==> config.mk <==
export PLATFORM = sky130hd
export DESIGN_NAME = e3_pmdl_message_transmitter
export DESIGN_NICKNAME = d
export VERILOG_FILES = /design/src/design/e3_pmdl_pkg.sv /design/src/design/e3_pmdl_message_transmitter.sv
export SDC_FILE = /design/constraint.sdc
export NUM_CORES = 1
export LEC_CHECK = 0
export BUFFER_PORTS_ARGS = -buffer_cell sky130_fd_sc_hd__buf_2
export CELL_PAD_IN_SITES_DETAIL_PLACEMENT = 1
export CELL_PAD_IN_SITES_GLOBAL_PLACEMENT = 2
export CORE_AREA = 2 2 331 251
export CTS_CLUSTER_DIAMETER = 150
export DETAILED_ROUTE_END_ITERATION = 10
export DIE_AREA = 0 0 333 253
export PLACE_DENSITY = 0.84
export SYNTH_ARGS = -nofsm -noshare
export SYNTH_HDL_FRONTEND = slang
export SYNTH_SLANG_ARGS = --single-unit
==> constraint.sdc <==
create_clock -name mclk_in -period 7.15 [get_ports mclk_in]
set_input_delay 1.43 -clock mclk_in [delete_from_list [all_inputs] [get_ports mclk_in]]
set_output_delay 1.43 -clock mclk_in [all_outputs]
set_load 0.05 [all_outputs]
==> src/design/e3_pmdl_pkg.sv <==
// Constants and types for the E3 path maintenance message transmitter
package e3_pmdl_pkg;
    // Clock and timing
    localparam int unsigned CLK_MHZ = 125;
    localparam int unsigned RETX_PERIOD_MS = 1000;
    localparam int unsigned RETX_CYCLES_DEF = RETX_PERIOD_MS * 1000 * CLK_MHZ;

    // Register indices; byte address is four times the index
    localparam logic [15:0] IDX_E3_CFG = 16'h1130;
    localparam logic [15:0] IDX_LAPD_CFG = 16'h1133;
    localparam logic [15:0] IDX_STORE = 16'h11b0;
    localparam logic [15:0] IDX_CMD = 16'h11b4;
    localparam logic [17:0] ADDR_E3_CFG = {IDX_E3_CFG, 2'b00};
    localparam logic [17:0] ADDR_LAPD_CFG = {IDX_LAPD_CFG, 2'b00};
    localparam logic [17:0] ADDR_STORE = {IDX_STORE, 2'b00};
    localparam logic [17:0] ADDR_CMD = {IDX_CMD, 2'b00};

    // Field positions
    localparam int unsigned CFG_EN_BIT = 0;
    localparam int unsigned CFG_LEN_BIT = 1;
    localparam int unsigned CFG_AUTO_BIT = 3;
    localparam int unsigned CFG_ANY_BIT = 7;
    localparam int unsigned NSEL_LSB = 3;
    localparam int unsigned CMD_START_BIT = 0;
    localparam int unsigned CMD_CLEAR_BIT = 1;
    localparam int unsigned CMD_CR_BIT = 2;
    localparam int unsigned STAT_CNT_LSB = 8;
    localparam logic [1:0] NSEL_LAPD = 2'b10;

    // Frame layout
    localparam logic [7:0] FLAG_OCTET = 8'h7e;
    localparam logic [5:0] SAPI_VALUE = 6'h0f;
    localparam logic [7:0] TEI_OCTET = 8'h01;
    localparam logic [7:0] CTRL_OCTET = 8'h03;
    localparam int unsigned STORE_DEPTH = 90;
    localparam logic [6:0] STORE_DEPTH_C = 7'd90;
    localparam logic [6:0] HDR_LEN = 7'd3;
    localparam logic [6:0] LEN_STD = 7'd76;
    localparam logic [6:0] LEN_ITU = 7'd82;
    localparam logic [15:0] CRC_INIT = 16'hffff;
    localparam logic [15:0] CRC_POLY_REV = 16'h8408;
    localparam logic [2:0] STUFF_RUN = 3'd5;
    localparam logic [2:0] LAST_BIT = 3'd7;

    typedef enum logic [1:0] {
        ST_FLAG = 2'b00,
        ST_BODY = 2'b01,
        ST_FCS = 2'b10,
        ST_CLOSE = 2'b11
    } tx_state_t;
endpackage

==> src/design/e3_pmdl_message_transmitter.sv <==
// E3 national-bit message transmitter with APB register slave
//
// Register access over APB was chosen for this implementation.
`timescale 1ns/1ps

// What this block does
// Ninety-byte message store at one address
// One message bit per outbound frame
// Payload length any size up to 82
// Flag, header, control, payload, FCS, flag order
// Flag octet 0x7E delimits every frame
// Idle sends continuous flag octets
// Header octets 0x3C/0x3E and 0x01
// Access point field is 001111
// Terminal identifier bits are zero
// Control octet is 0x03
// First payload octet names message type
// Other lengths allow any first octet
// CRC-16 over header and payload inserted
// Payload is exactly the stored octets
// Load message fully before start command
// Enable bit starts idle flag stream
// Length bit selects 82 or 76 bytes
// Source select 10 routes output to N bit; the code routes it only while the enable bit is set
// Auto retransmit every one second
// Zero inserted after five ones inside frame
module e3_pmdl_message_transmitter
#(
    parameter int unsigned RETX_CYCLES = e3_pmdl_pkg::RETX_CYCLES_DEF
) (
    // Clock and reset
    input wire logic mclk_in,
    input wire logic nrst_in,
    // APB slave
    input wire logic psel_in,
    input wire logic penable_in,
    input wire logic pwrite_in,
    input wire logic [17:0] paddr_in,
    input wire logic [31:0] pwdata_in,
    output logic [31:0] prdata_out,
    output logic pready_out,
    output logic pslverr_out,
    // Outbound frame overhead
    input wire logic frame_tick_in,
    output logic nat_bit_out,
    output logic nat_route_out,
    output logic [1:0] national_bit_source_select_out
);
    import e3_pmdl_pkg::*;

    typedef struct packed {
        logic en;
        logic len82;
        logic auto_rt;
        logic any_len;
        logic [1:0] nsel;
        logic cr;
        logic ovf;
        logic go;
        logic [6:0] wr_cnt;
        logic [STORE_DEPTH-1:0][7:0] mem;
        tx_state_t st;
        logic [7:0] cur;
        logic [2:0] bit_idx;
        logic [2:0] ones;
        logic [6:0] byte_idx;
        logic [15:0] crc;
        logic nbit;
        logic [31:0] timer;
        logic [31:0] prdata;
    } state_t;

    state_t q;
    state_t d;
    logic mapped;
    logic [6:0] plen;
    logic [6:0] last_idx;
    logic start_frame;

    // Header octets then stored payload, by index within the frame body
    function automatic logic [7:0] body_octet(input state_t s, input logic [6:0] idx);
        logic [6:0] pidx;
        pidx = 7'(idx - HDR_LEN);
        if (idx == 7'd0) begin
            body_octet = {SAPI_VALUE, s.cr, 1'b0};
        end else if (idx == 7'd1) begin
            body_octet = TEI_OCTET;
        end else if (idx == 7'd2) begin
            body_octet = CTRL_OCTET;
        end else if (pidx < s.wr_cnt) begin
            body_octet = s.mem[pidx];
        end else begin
            body_octet = 8'h00;
        end
    endfunction

    assign mapped = (paddr_in == ADDR_E3_CFG) || (paddr_in == ADDR_LAPD_CFG) ||
                    (paddr_in == ADDR_STORE) || (paddr_in == ADDR_CMD);
    assign pready_out = 1'b1;
    assign pslverr_out = psel_in && penable_in && !mapped;
    assign prdata_out = q.prdata;
    assign nat_bit_out = q.nbit;
    assign nat_route_out = q.en && (q.nsel == NSEL_LAPD);
    assign national_bit_source_select_out = q.nsel;

    // Standard lengths unless any-length mode takes the store fill
    assign plen = q.any_len ? ((q.wr_cnt > LEN_ITU) ? LEN_ITU : q.wr_cnt) :
                  (q.len82 ? LEN_ITU : LEN_STD);
    assign last_idx = 7'(HDR_LEN + plen - 7'd1);

    always_comb begin
        logic bitv;
        logic [15:0] crc_n;
        bitv = 1'b0;
        crc_n = q.crc;
        d = q;
        start_frame = 1'b0;

        // Register writes take effect in the access phase
        if (psel_in && penable_in && pwrite_in) begin
            case (paddr_in)
                ADDR_LAPD_CFG: begin
                    d.en = pwdata_in[CFG_EN_BIT];
                    d.len82 = pwdata_in[CFG_LEN_BIT];
                    d.auto_rt = pwdata_in[CFG_AUTO_BIT];
                    d.any_len = pwdata_in[CFG_ANY_BIT];
                end
                ADDR_E3_CFG: begin
                    d.nsel = pwdata_in[NSEL_LSB +: 2];
                end
                ADDR_STORE: begin
                    // Full store drops the octet rather than wrapping
                    if (q.wr_cnt < STORE_DEPTH_C) begin
                        d.mem[q.wr_cnt] = pwdata_in[7:0];
                        d.wr_cnt = 7'(q.wr_cnt + 7'd1);
                    end else begin
                        d.ovf = 1'b1;
                    end
                end
                ADDR_CMD: begin
                    d.cr = pwdata_in[CMD_CR_BIT];
                    if (pwdata_in[CMD_CLEAR_BIT]) begin
                        d.wr_cnt = 7'd0;
                        d.ovf = 1'b0;
                    end
                end
                default: begin
                end
            endcase
        end

        // Read data captured in the setup phase, so zero wait states
        if (psel_in && !penable_in) begin
            case (paddr_in)
                ADDR_LAPD_CFG: d.prdata = {24'h0, q.any_len, 3'h0, q.auto_rt, 1'b0,
                                           q.len82, q.en};
                ADDR_E3_CFG: d.prdata = {27'h0, q.nsel, 3'h0};
                ADDR_CMD: d.prdata = {17'h0, q.wr_cnt, 4'h0, q.cr, q.ovf, q.go,
                                      q.st != ST_FLAG};
                default: d.prdata = 32'h0;
            endcase
        end

        if (!q.en) begin
            // Disabled line idles at all ones
            d.st = ST_FLAG;
            d.cur = FLAG_OCTET;
            d.bit_idx = 3'd0;
            d.ones = 3'd0;
            d.nbit = 1'b1;
        end else if (frame_tick_in) begin
            if (q.ones == STUFF_RUN) begin
                d.nbit = 1'b0;
                d.ones = 3'd0;
            end else begin
                bitv = q.cur[q.bit_idx];
                d.nbit = bitv;
                if (q.st == ST_BODY) begin
                    crc_n = {1'b0, q.crc[15:1]} ^ ((q.crc[0] ^ bitv) ? CRC_POLY_REV : 16'h0);
                    d.crc = crc_n;
                end
                if ((q.st == ST_BODY) || (q.st == ST_FCS)) begin
                    d.ones = bitv ? 3'(q.ones + 3'd1) : 3'd0;
                end else begin
                    d.ones = 3'd0;
                end
                d.bit_idx = 3'(q.bit_idx + 3'd1);
                if (q.bit_idx == LAST_BIT) begin
                    case (q.st)
                        ST_FLAG: begin
                            // Flag just sent doubles as the opening flag
                            if (q.go) begin
                                start_frame = 1'b1;
                                d.st = ST_BODY;
                                d.byte_idx = 7'd0;
                                d.cur = body_octet(q, 7'd0);
                                d.crc = CRC_INIT;
                            end else begin
                                d.cur = FLAG_OCTET;
                            end
                        end
                        ST_BODY: begin
                            if (q.byte_idx == last_idx) begin
                                d.st = ST_FCS;
                                d.byte_idx = 7'd0;
                                d.cur = ~crc_n[15:8];
                            end else begin
                                d.byte_idx = 7'(q.byte_idx + 7'd1);
                                d.cur = body_octet(q, 7'(q.byte_idx + 7'd1));
                            end
                        end
                        ST_FCS: begin
                            if (q.byte_idx == 7'd0) begin
                                d.byte_idx = 7'd1;
                                d.cur = ~q.crc[7:0];
                            end else begin
                                d.st = ST_CLOSE;
                                d.cur = FLAG_OCTET;
                            end
                        end
                        ST_CLOSE: begin
                            d.st = ST_FLAG;
                            d.cur = FLAG_OCTET;
                        end
                        default: begin
                            d.st = ST_FLAG;
                            d.cur = FLAG_OCTET;
                        end
                    endcase
                end
            end
        end

        // Retransmit timer runs free once armed
        if (!q.en || !q.auto_rt) begin
            d.timer = 32'h0;
        end else if (q.timer >= RETX_CYCLES - 1) begin
            d.timer = 32'h0;
        end else begin
            d.timer = q.timer + 32'h1;
        end

        // A new request in the accept cycle keeps the request pending
        if (start_frame) begin
            d.go = 1'b0;
        end
        if (psel_in && penable_in && pwrite_in && (paddr_in == ADDR_CMD) &&
            pwdata_in[CMD_START_BIT]) begin
            d.go = 1'b1;
        end
        if (q.en && q.auto_rt && (q.timer >= RETX_CYCLES - 1)) begin
            d.go = 1'b1;
        end
    end

    always_ff @(posedge mclk_in or negedge nrst_in) begin
        if (!nrst_in) begin
            q <= '0;
            q.cur <= FLAG_OCTET;
            q.nbit <= 1'b1;
        end else begin
            q <= d;
        end
    end
endmodule

Word-level counts from Yosys, hierarchy flattened
Index checks and enable logic that the tools add are counted.
- bits in registers: 840
- input bits: 56
- word-level logic and storage cells: 250
- add/sub/neg operators: 8
- order comparisons: 8
- equality and inequality tests: 24
- muxes and demuxes: 60
- bitwise gates (word level): 5
- reductions and logical operators: 37
- operator list (operator ; number):
    2-to-1 mux 727 bit ; 1
    bitwise mux 720 bit ; 1
    2-to-1 mux 16 bit ; 7
    equality test 18 x 15 -> 1 bit, second input constant ; 4
    2-to-1 mux 23 bit ; 3
    2-to-1 mux 32 bit ; 2
    2-to-1 mux 8 bit ; 8
    binary-select mux 8 bit (select 7 bit) ; 1
    demux 8 bit (select 7 bit) ; 1
    one-hot mux 15 bit (3 select lines) ; 1
    2-to-1 mux 7 bit ; 6
    2-to-1 mux 40 bit ; 1
    one-hot mux 10 bit (4 select lines) ; 1
    adder 32 x 1 -> 32 bit, second input constant ; 1
    >= comparator 32 x 27 -> 1 bit, second input constant ; 1
    one-hot mux 7 bit (3 select lines) ; 1
    < comparator 7 x 8 -> 1 bit, second input constant ; 2
    NOT 8 bit ; 2
    bitwise XOR 15 x 16 -> 16 bit ; 1
    adder 7 x 1 -> 7 bit, second input constant ; 2
    logical NOT 7 bit ; 2
    2-to-1 mux 1 bit ; 14
    one-hot mux 7 bit (2 select lines) ; 1
    2-to-1 mux 13 bit ; 1
    other kinds (38) ; 77

Depth between registers and ports, before layout
- depth in word-level cells: 16
- mapped depth: 20
- gate-level depth less buffers: 17

Worst setup path before layout
No wires, ideal clock.
- path kind: flip-flop to flip-flop
- from: reg q[81] (netlist bit)
- to: reg q[96] (netlist bit)
- library setup time: 0.080 ns
- arrival time: 4.092 ns
- setup slack: 2.977 ns
- stages on the path, launching flop included: 18
- buffers on the path: 1
- clock period less this slack: 4.173 ns
- cells stage by stage: dfrtp_1 clkinv_1 ha_1 mux2_2 a31oi_1 xor2_1 inv_1 clkbuf_1 ha_1 a21oi_1 nor2_1 a211oi_1 o21ai_0 a21oi_1 or3b_1 a21o_1 a41oi_1 a21boi_0
- cells in the longest elaborated chain, start to end: 14
- RTL lines (what ; line ; RTL):
    start: declaration ; e3_pmdl_message_transmitter.sv:73 ; state_t q;
    adder 7 x 1 -> 7 bit ; e3_pmdl_message_transmitter.sv:209 ; d.cur = body_octet(q, 7'(q.byte_idx + 7'd1));
    subtractor 7 x 2 -> 7 bit ; e3_pmdl_message_transmitter.sv:83 ; pidx = 7'(idx - HDR_LEN);
    binary-select mux 8 bit (select 7 bit) ; e3_pmdl_message_transmitter.sv:91 ; body_octet = s.mem[pidx];
    2-to-1 mux 8 bit (not written as such) ; e3_pmdl_message_transmitter.sv:91 ;
    2-to-1 mux 8 bit ; e3_pmdl_message_transmitter.sv:90 ; end else if (pidx < s.wr_cnt) begin
    2-to-1 mux 8 bit ; e3_pmdl_message_transmitter.sv:88 ; end else if (idx == 7'd2) begin
    2-to-1 mux 8 bit ; e3_pmdl_message_transmitter.sv:86 ; end else if (idx == 7'd1) begin
    2-to-1 mux 8 bit ; e3_pmdl_message_transmitter.sv:84 ; if (idx == 7'd0) begin
    2-to-1 mux 8 bit ; e3_pmdl_message_transmitter.sv:203 ; if (q.byte_idx == last_idx) begin
    one-hot mux 10 bit (4 select lines) * ; e3_pmdl_message_transmitter.sv:189 ; case (q.st)
    2-to-1 mux 10 bit * ; e3_pmdl_message_transmitter.sv:188 ; if (q.bit_idx == LAST_BIT) begin
    2-to-1 mux 13 bit * ; e3_pmdl_message_transmitter.sv:172 ; if (q.ones == STUFF_RUN) begin
    2-to-1 mux 40 bit * ; e3_pmdl_message_transmitter.sv:171 ; end else if (frame_tick_in) begin
    2-to-1 mux 16 bit * ; e3_pmdl_message_transmitter.sv:164 ; if (!q.en) begin
Mark *: on every way between the ends. The rest lies on a longest branch, timed or not. The select of a mux whose other input is x is not followed.
A chain may end at the register's enable or synchronous reset.

Worst setup path in the final report
- from: reg q[81] (netlist bit)
- to: reg q[95] (netlist bit)
The elaborated chain is that of the path after synthesis.

==> metrics.md <==
| Metric | Value |
|---|---|
| Fmax | 163 MHz |
| Predominant post-synthesis flop cell | dfrtp_1 |
| Drt first pass iters | 6 |
| Width of the die | 333 um |
| Cell accounting for the most synthesized area | dfrtp_1 |
| Reg2Reg Setup Slack | 1030 ps |
| TritonCTS clock tree | built |
| CTS sink count | 821 |
| Hold slack | 477 ps |
| Worst setup path startpoint | q[81]$_DFFE_PN0P_ |
| Final worst-path cycle share | between 80% and 90% |
| Final antenna-violating net count | 0 |
| CP Capture Type | flop |
| Yosys reg bits | 821 |
| Largest cells by area after synthesis | dfrtp_1 (52%), mux2_2 (21%), mux4_2 (8.3%) |
| Tmin final | 6120 ps |
| DP HPWL | 70000 um |
| Drt drc | 0 |
| Die area | 84200 um^2 |
| Worst slew margin | 23.2% |
| Switch Pwr | 2.05 mW |
| # port buffers | 49 |
| Critical path arrival | between 6000 and 7000 ps |
| Run status | completed |
| First-pass GRT wire length | 171000 um |
| Min-Delay Path Class | reg2reg |
| Vias in the first global route | 27500 |
| Ratio of cells with drive above 1 in the final layout | 39.5% |
| Post-CTS setup repair buffer count | 0 |
| Pwr/cell area | 213 nW/um^2 |
| Power after layout | 9.18 mW |
| Initial Util | approximately 48% |
| Clock share of power | 47.0% |
| Setup CP Type | reg2reg |
| Post-cts hold buffer count | 0 |
| Leak Pwr | 20.4 nW |
| Ys Warns | 0 |
| Via/cell ratio | just over 6 |
| Later-pin clock latency in the skew report | 660 ps |
| Post-CTS Resized | 0 |
| Ports | 94 |
| Clk pin slew, worst setup/hold paths | 70 ps |
| CP Launch Type | flop |
| Final worst clock skew | 27.0 ps |
| Row count | 91 |
| Chip height | 253 um |
| Number of synthesized flops with an enable pin | 0 |
| Largest net degree at the start of global routing | 185 |
| Via count | 25000 |
| Post-Synthesis Cells | 2961 |
| Hold Startpoint | prdata_out[11]$_DFFE_PN0P_ |
| Yosys top cell area share | 51.7% |
| Clk buf depth | 3 |
| GRT Residual Overflow | 0 |
| GRT Util Overall | 26.8% |
| H-tree Lvls | 3 |
| Share of power burned in registers | between 50% and 60% |
| Final instance area | 43100 um^2 |
| Final #Nets | 3015 |
| Layout area overhead | 9.44% |
| Setup TNS | 0 ps |
| Drt total wl | 111000 um |
| Slew of the pin with the lowest slew margin | between 1000 and 1500 ps |
| Crit-path max FO | 60 |
| Non-filler instance count after layout | 4067 |
| Comb pwr share | approximately 2.4% |
| Post-Syn Area per Cell | 13.3 um^2 |
| Internal power | 7.13 mW |
| Cell Area, Synth | 39400 um^2 |
| Iteration-0 DRC Markers | 1997 |
| Antenna violations before repair | 1 |
| RSZ-0062 raised after global routing | no |
| Gpl congestion | 0.851 |
| Worst endpoint required time | 7700 ps |
| Num CTS Buffers | 80 |
| Share of the yosys chip area belonging to registers | a little over half |
| Root buffer cell | clkbuf_16 |
| Placed insts | 3922 |
| Final max-slew violation count | 0 |
| Worst vdd ir | 233 uV |
| Ys async rst share | 100% |
| R2R Path Start | q[81]$_DFFE_PN0P_ |
| Library cells used by synthesis | 76 |
| Placeable Area | 81300 um^2 |
| Placed cell areas | just over 40000 um^2 |
| Sw Share | 22.3% |
| Final Hold Violating Endpoints | 0 |
| Final setup viols | 0 |
| DR WL/cell | around 27 um |
| Max-Cap Viols | 0 |
[critical path, cell delays in order, from the launching register on]
cell,delay [ps]
dfrtp_4,810
clkinv_1,620
ha_1,420
nor2_1,740
inv_6,510
nor2_2,590
buf_4,350
a32oi_1,80
and3_1,220
a311oi_1,790
a2111oi_0,200
o31ai_1,480
o211ai_1,160
[stage by stage]
stage / util, % / setup slack [ps]
after floorplan: - / 2980
after global placement: 49.8 / 1310
after detailed placement: 49.8 / 1160
after CTS: 53.0 / 1120
after global routing: 53.0 / 789
final: 53.0 / 1030
[power groups by stage]
stage	clock network [mW]	logic (mW)	registers (mW)
after floorplan	0	0.0848	4.73
after global placement	0	0.211	4.73
after detailed placement	0	0.222	4.73
after CTS	4.39	0.223	4.65
after global routing	4.57	0.243	4.64
final	4.31	0.218	4.65
[kinds of logic (layout without fill, tap and decap cells)]
logic type | Yosys count | count (layout) | share of synthesized area, %
xor+xnor | 50 | 50 | 1.11
mux | 953 | 953 | 31.1
buf+inv | 253 | 266 | 2.96
fa+ha+maj | 24 | 24 | 0.762
simple gates | 636 | 636 | 7.83
flops | 821 | 821 | 52.2
other cells | 2 | 26 | 0.0191
compound gates | 222 | 222 | 4.00
[area by class of cell]
cell class | count | area, um^2
sequential | 821 | 20600
fill | 7924 | 38200
clock inverter | 21 | 221
clock buffer | 123 | 2410
inverter | 33 | 134
antenna | 1 | 2.50
tap | 1069 | 1340
timing repair buffer | 89 | 653
multi-input combinational | 1910 | 17800
[cells in the mapped netlist, drive strengths merged, types with 28 or more instances]
master / number
nor3: 32
mux4: 145
a32oi: 28
nand3: 93
dfrtp: 814
a21oi: 41
inv: 30
o21ai: 37
nor2: 147
clkbuf: 107
mux2: 731
mux2i: 77
buf: 113
nand2: 285
[final timing paths]
check	to	depth (start not counted)
hold reg to reg	prdata_out[11]$_DFFE_PN0P_	2
min in group asynchronous	asynchronous set/reset pin	1
setup / recovery	q[95]$_DFFE_PN1P_	12
hold / removal	prdata_out[11]$_DFFE_PN0P_	2
setup reg to reg	q[95]$_DFFE_PN1P_	12
max in group asynchronous	asynchronous set/reset pin	2
[cell usage in the layout, fill, tap and decap left out, types with 15 or more instances in the layout]
cell type,netlist,routed
clkbuf_8,0,18
dfrtp_1,814,813
mux2i_1,77,77
mux4_2,145,145
a21oi_1,41,41
conb_1,2,25
and2_1,15,15
nor2_2,40,43
nor2_1,87,84
nor3_1,29,29
mux2_2,731,731
buf_2,41,44
clkbuf_16,0,83
nand2_1,278,277
buf_4,44,37
nor2_4,20,20
xor2_1,25,24
xnor2_1,25,24
nand3_1,92,91
ha_1,24,24
o21ai_0,36,36
clkbuf_1,106,22
a32oi_1,28,28
inv_1,27,27
[routing by layer]
layer | GRT usage [%] | vias to the layer above | share of wire (%)
li1 | - | 10600 | -
met1 | 37.5 | 13500 | 45
met2 | 42.1 | 588 | 46
met3 | 5.56 | 180 | 5.9
met4 | 8.46 | 0 | 2.9
met5 | 0 | - | 0
Power figures use the tool's default switching activity.
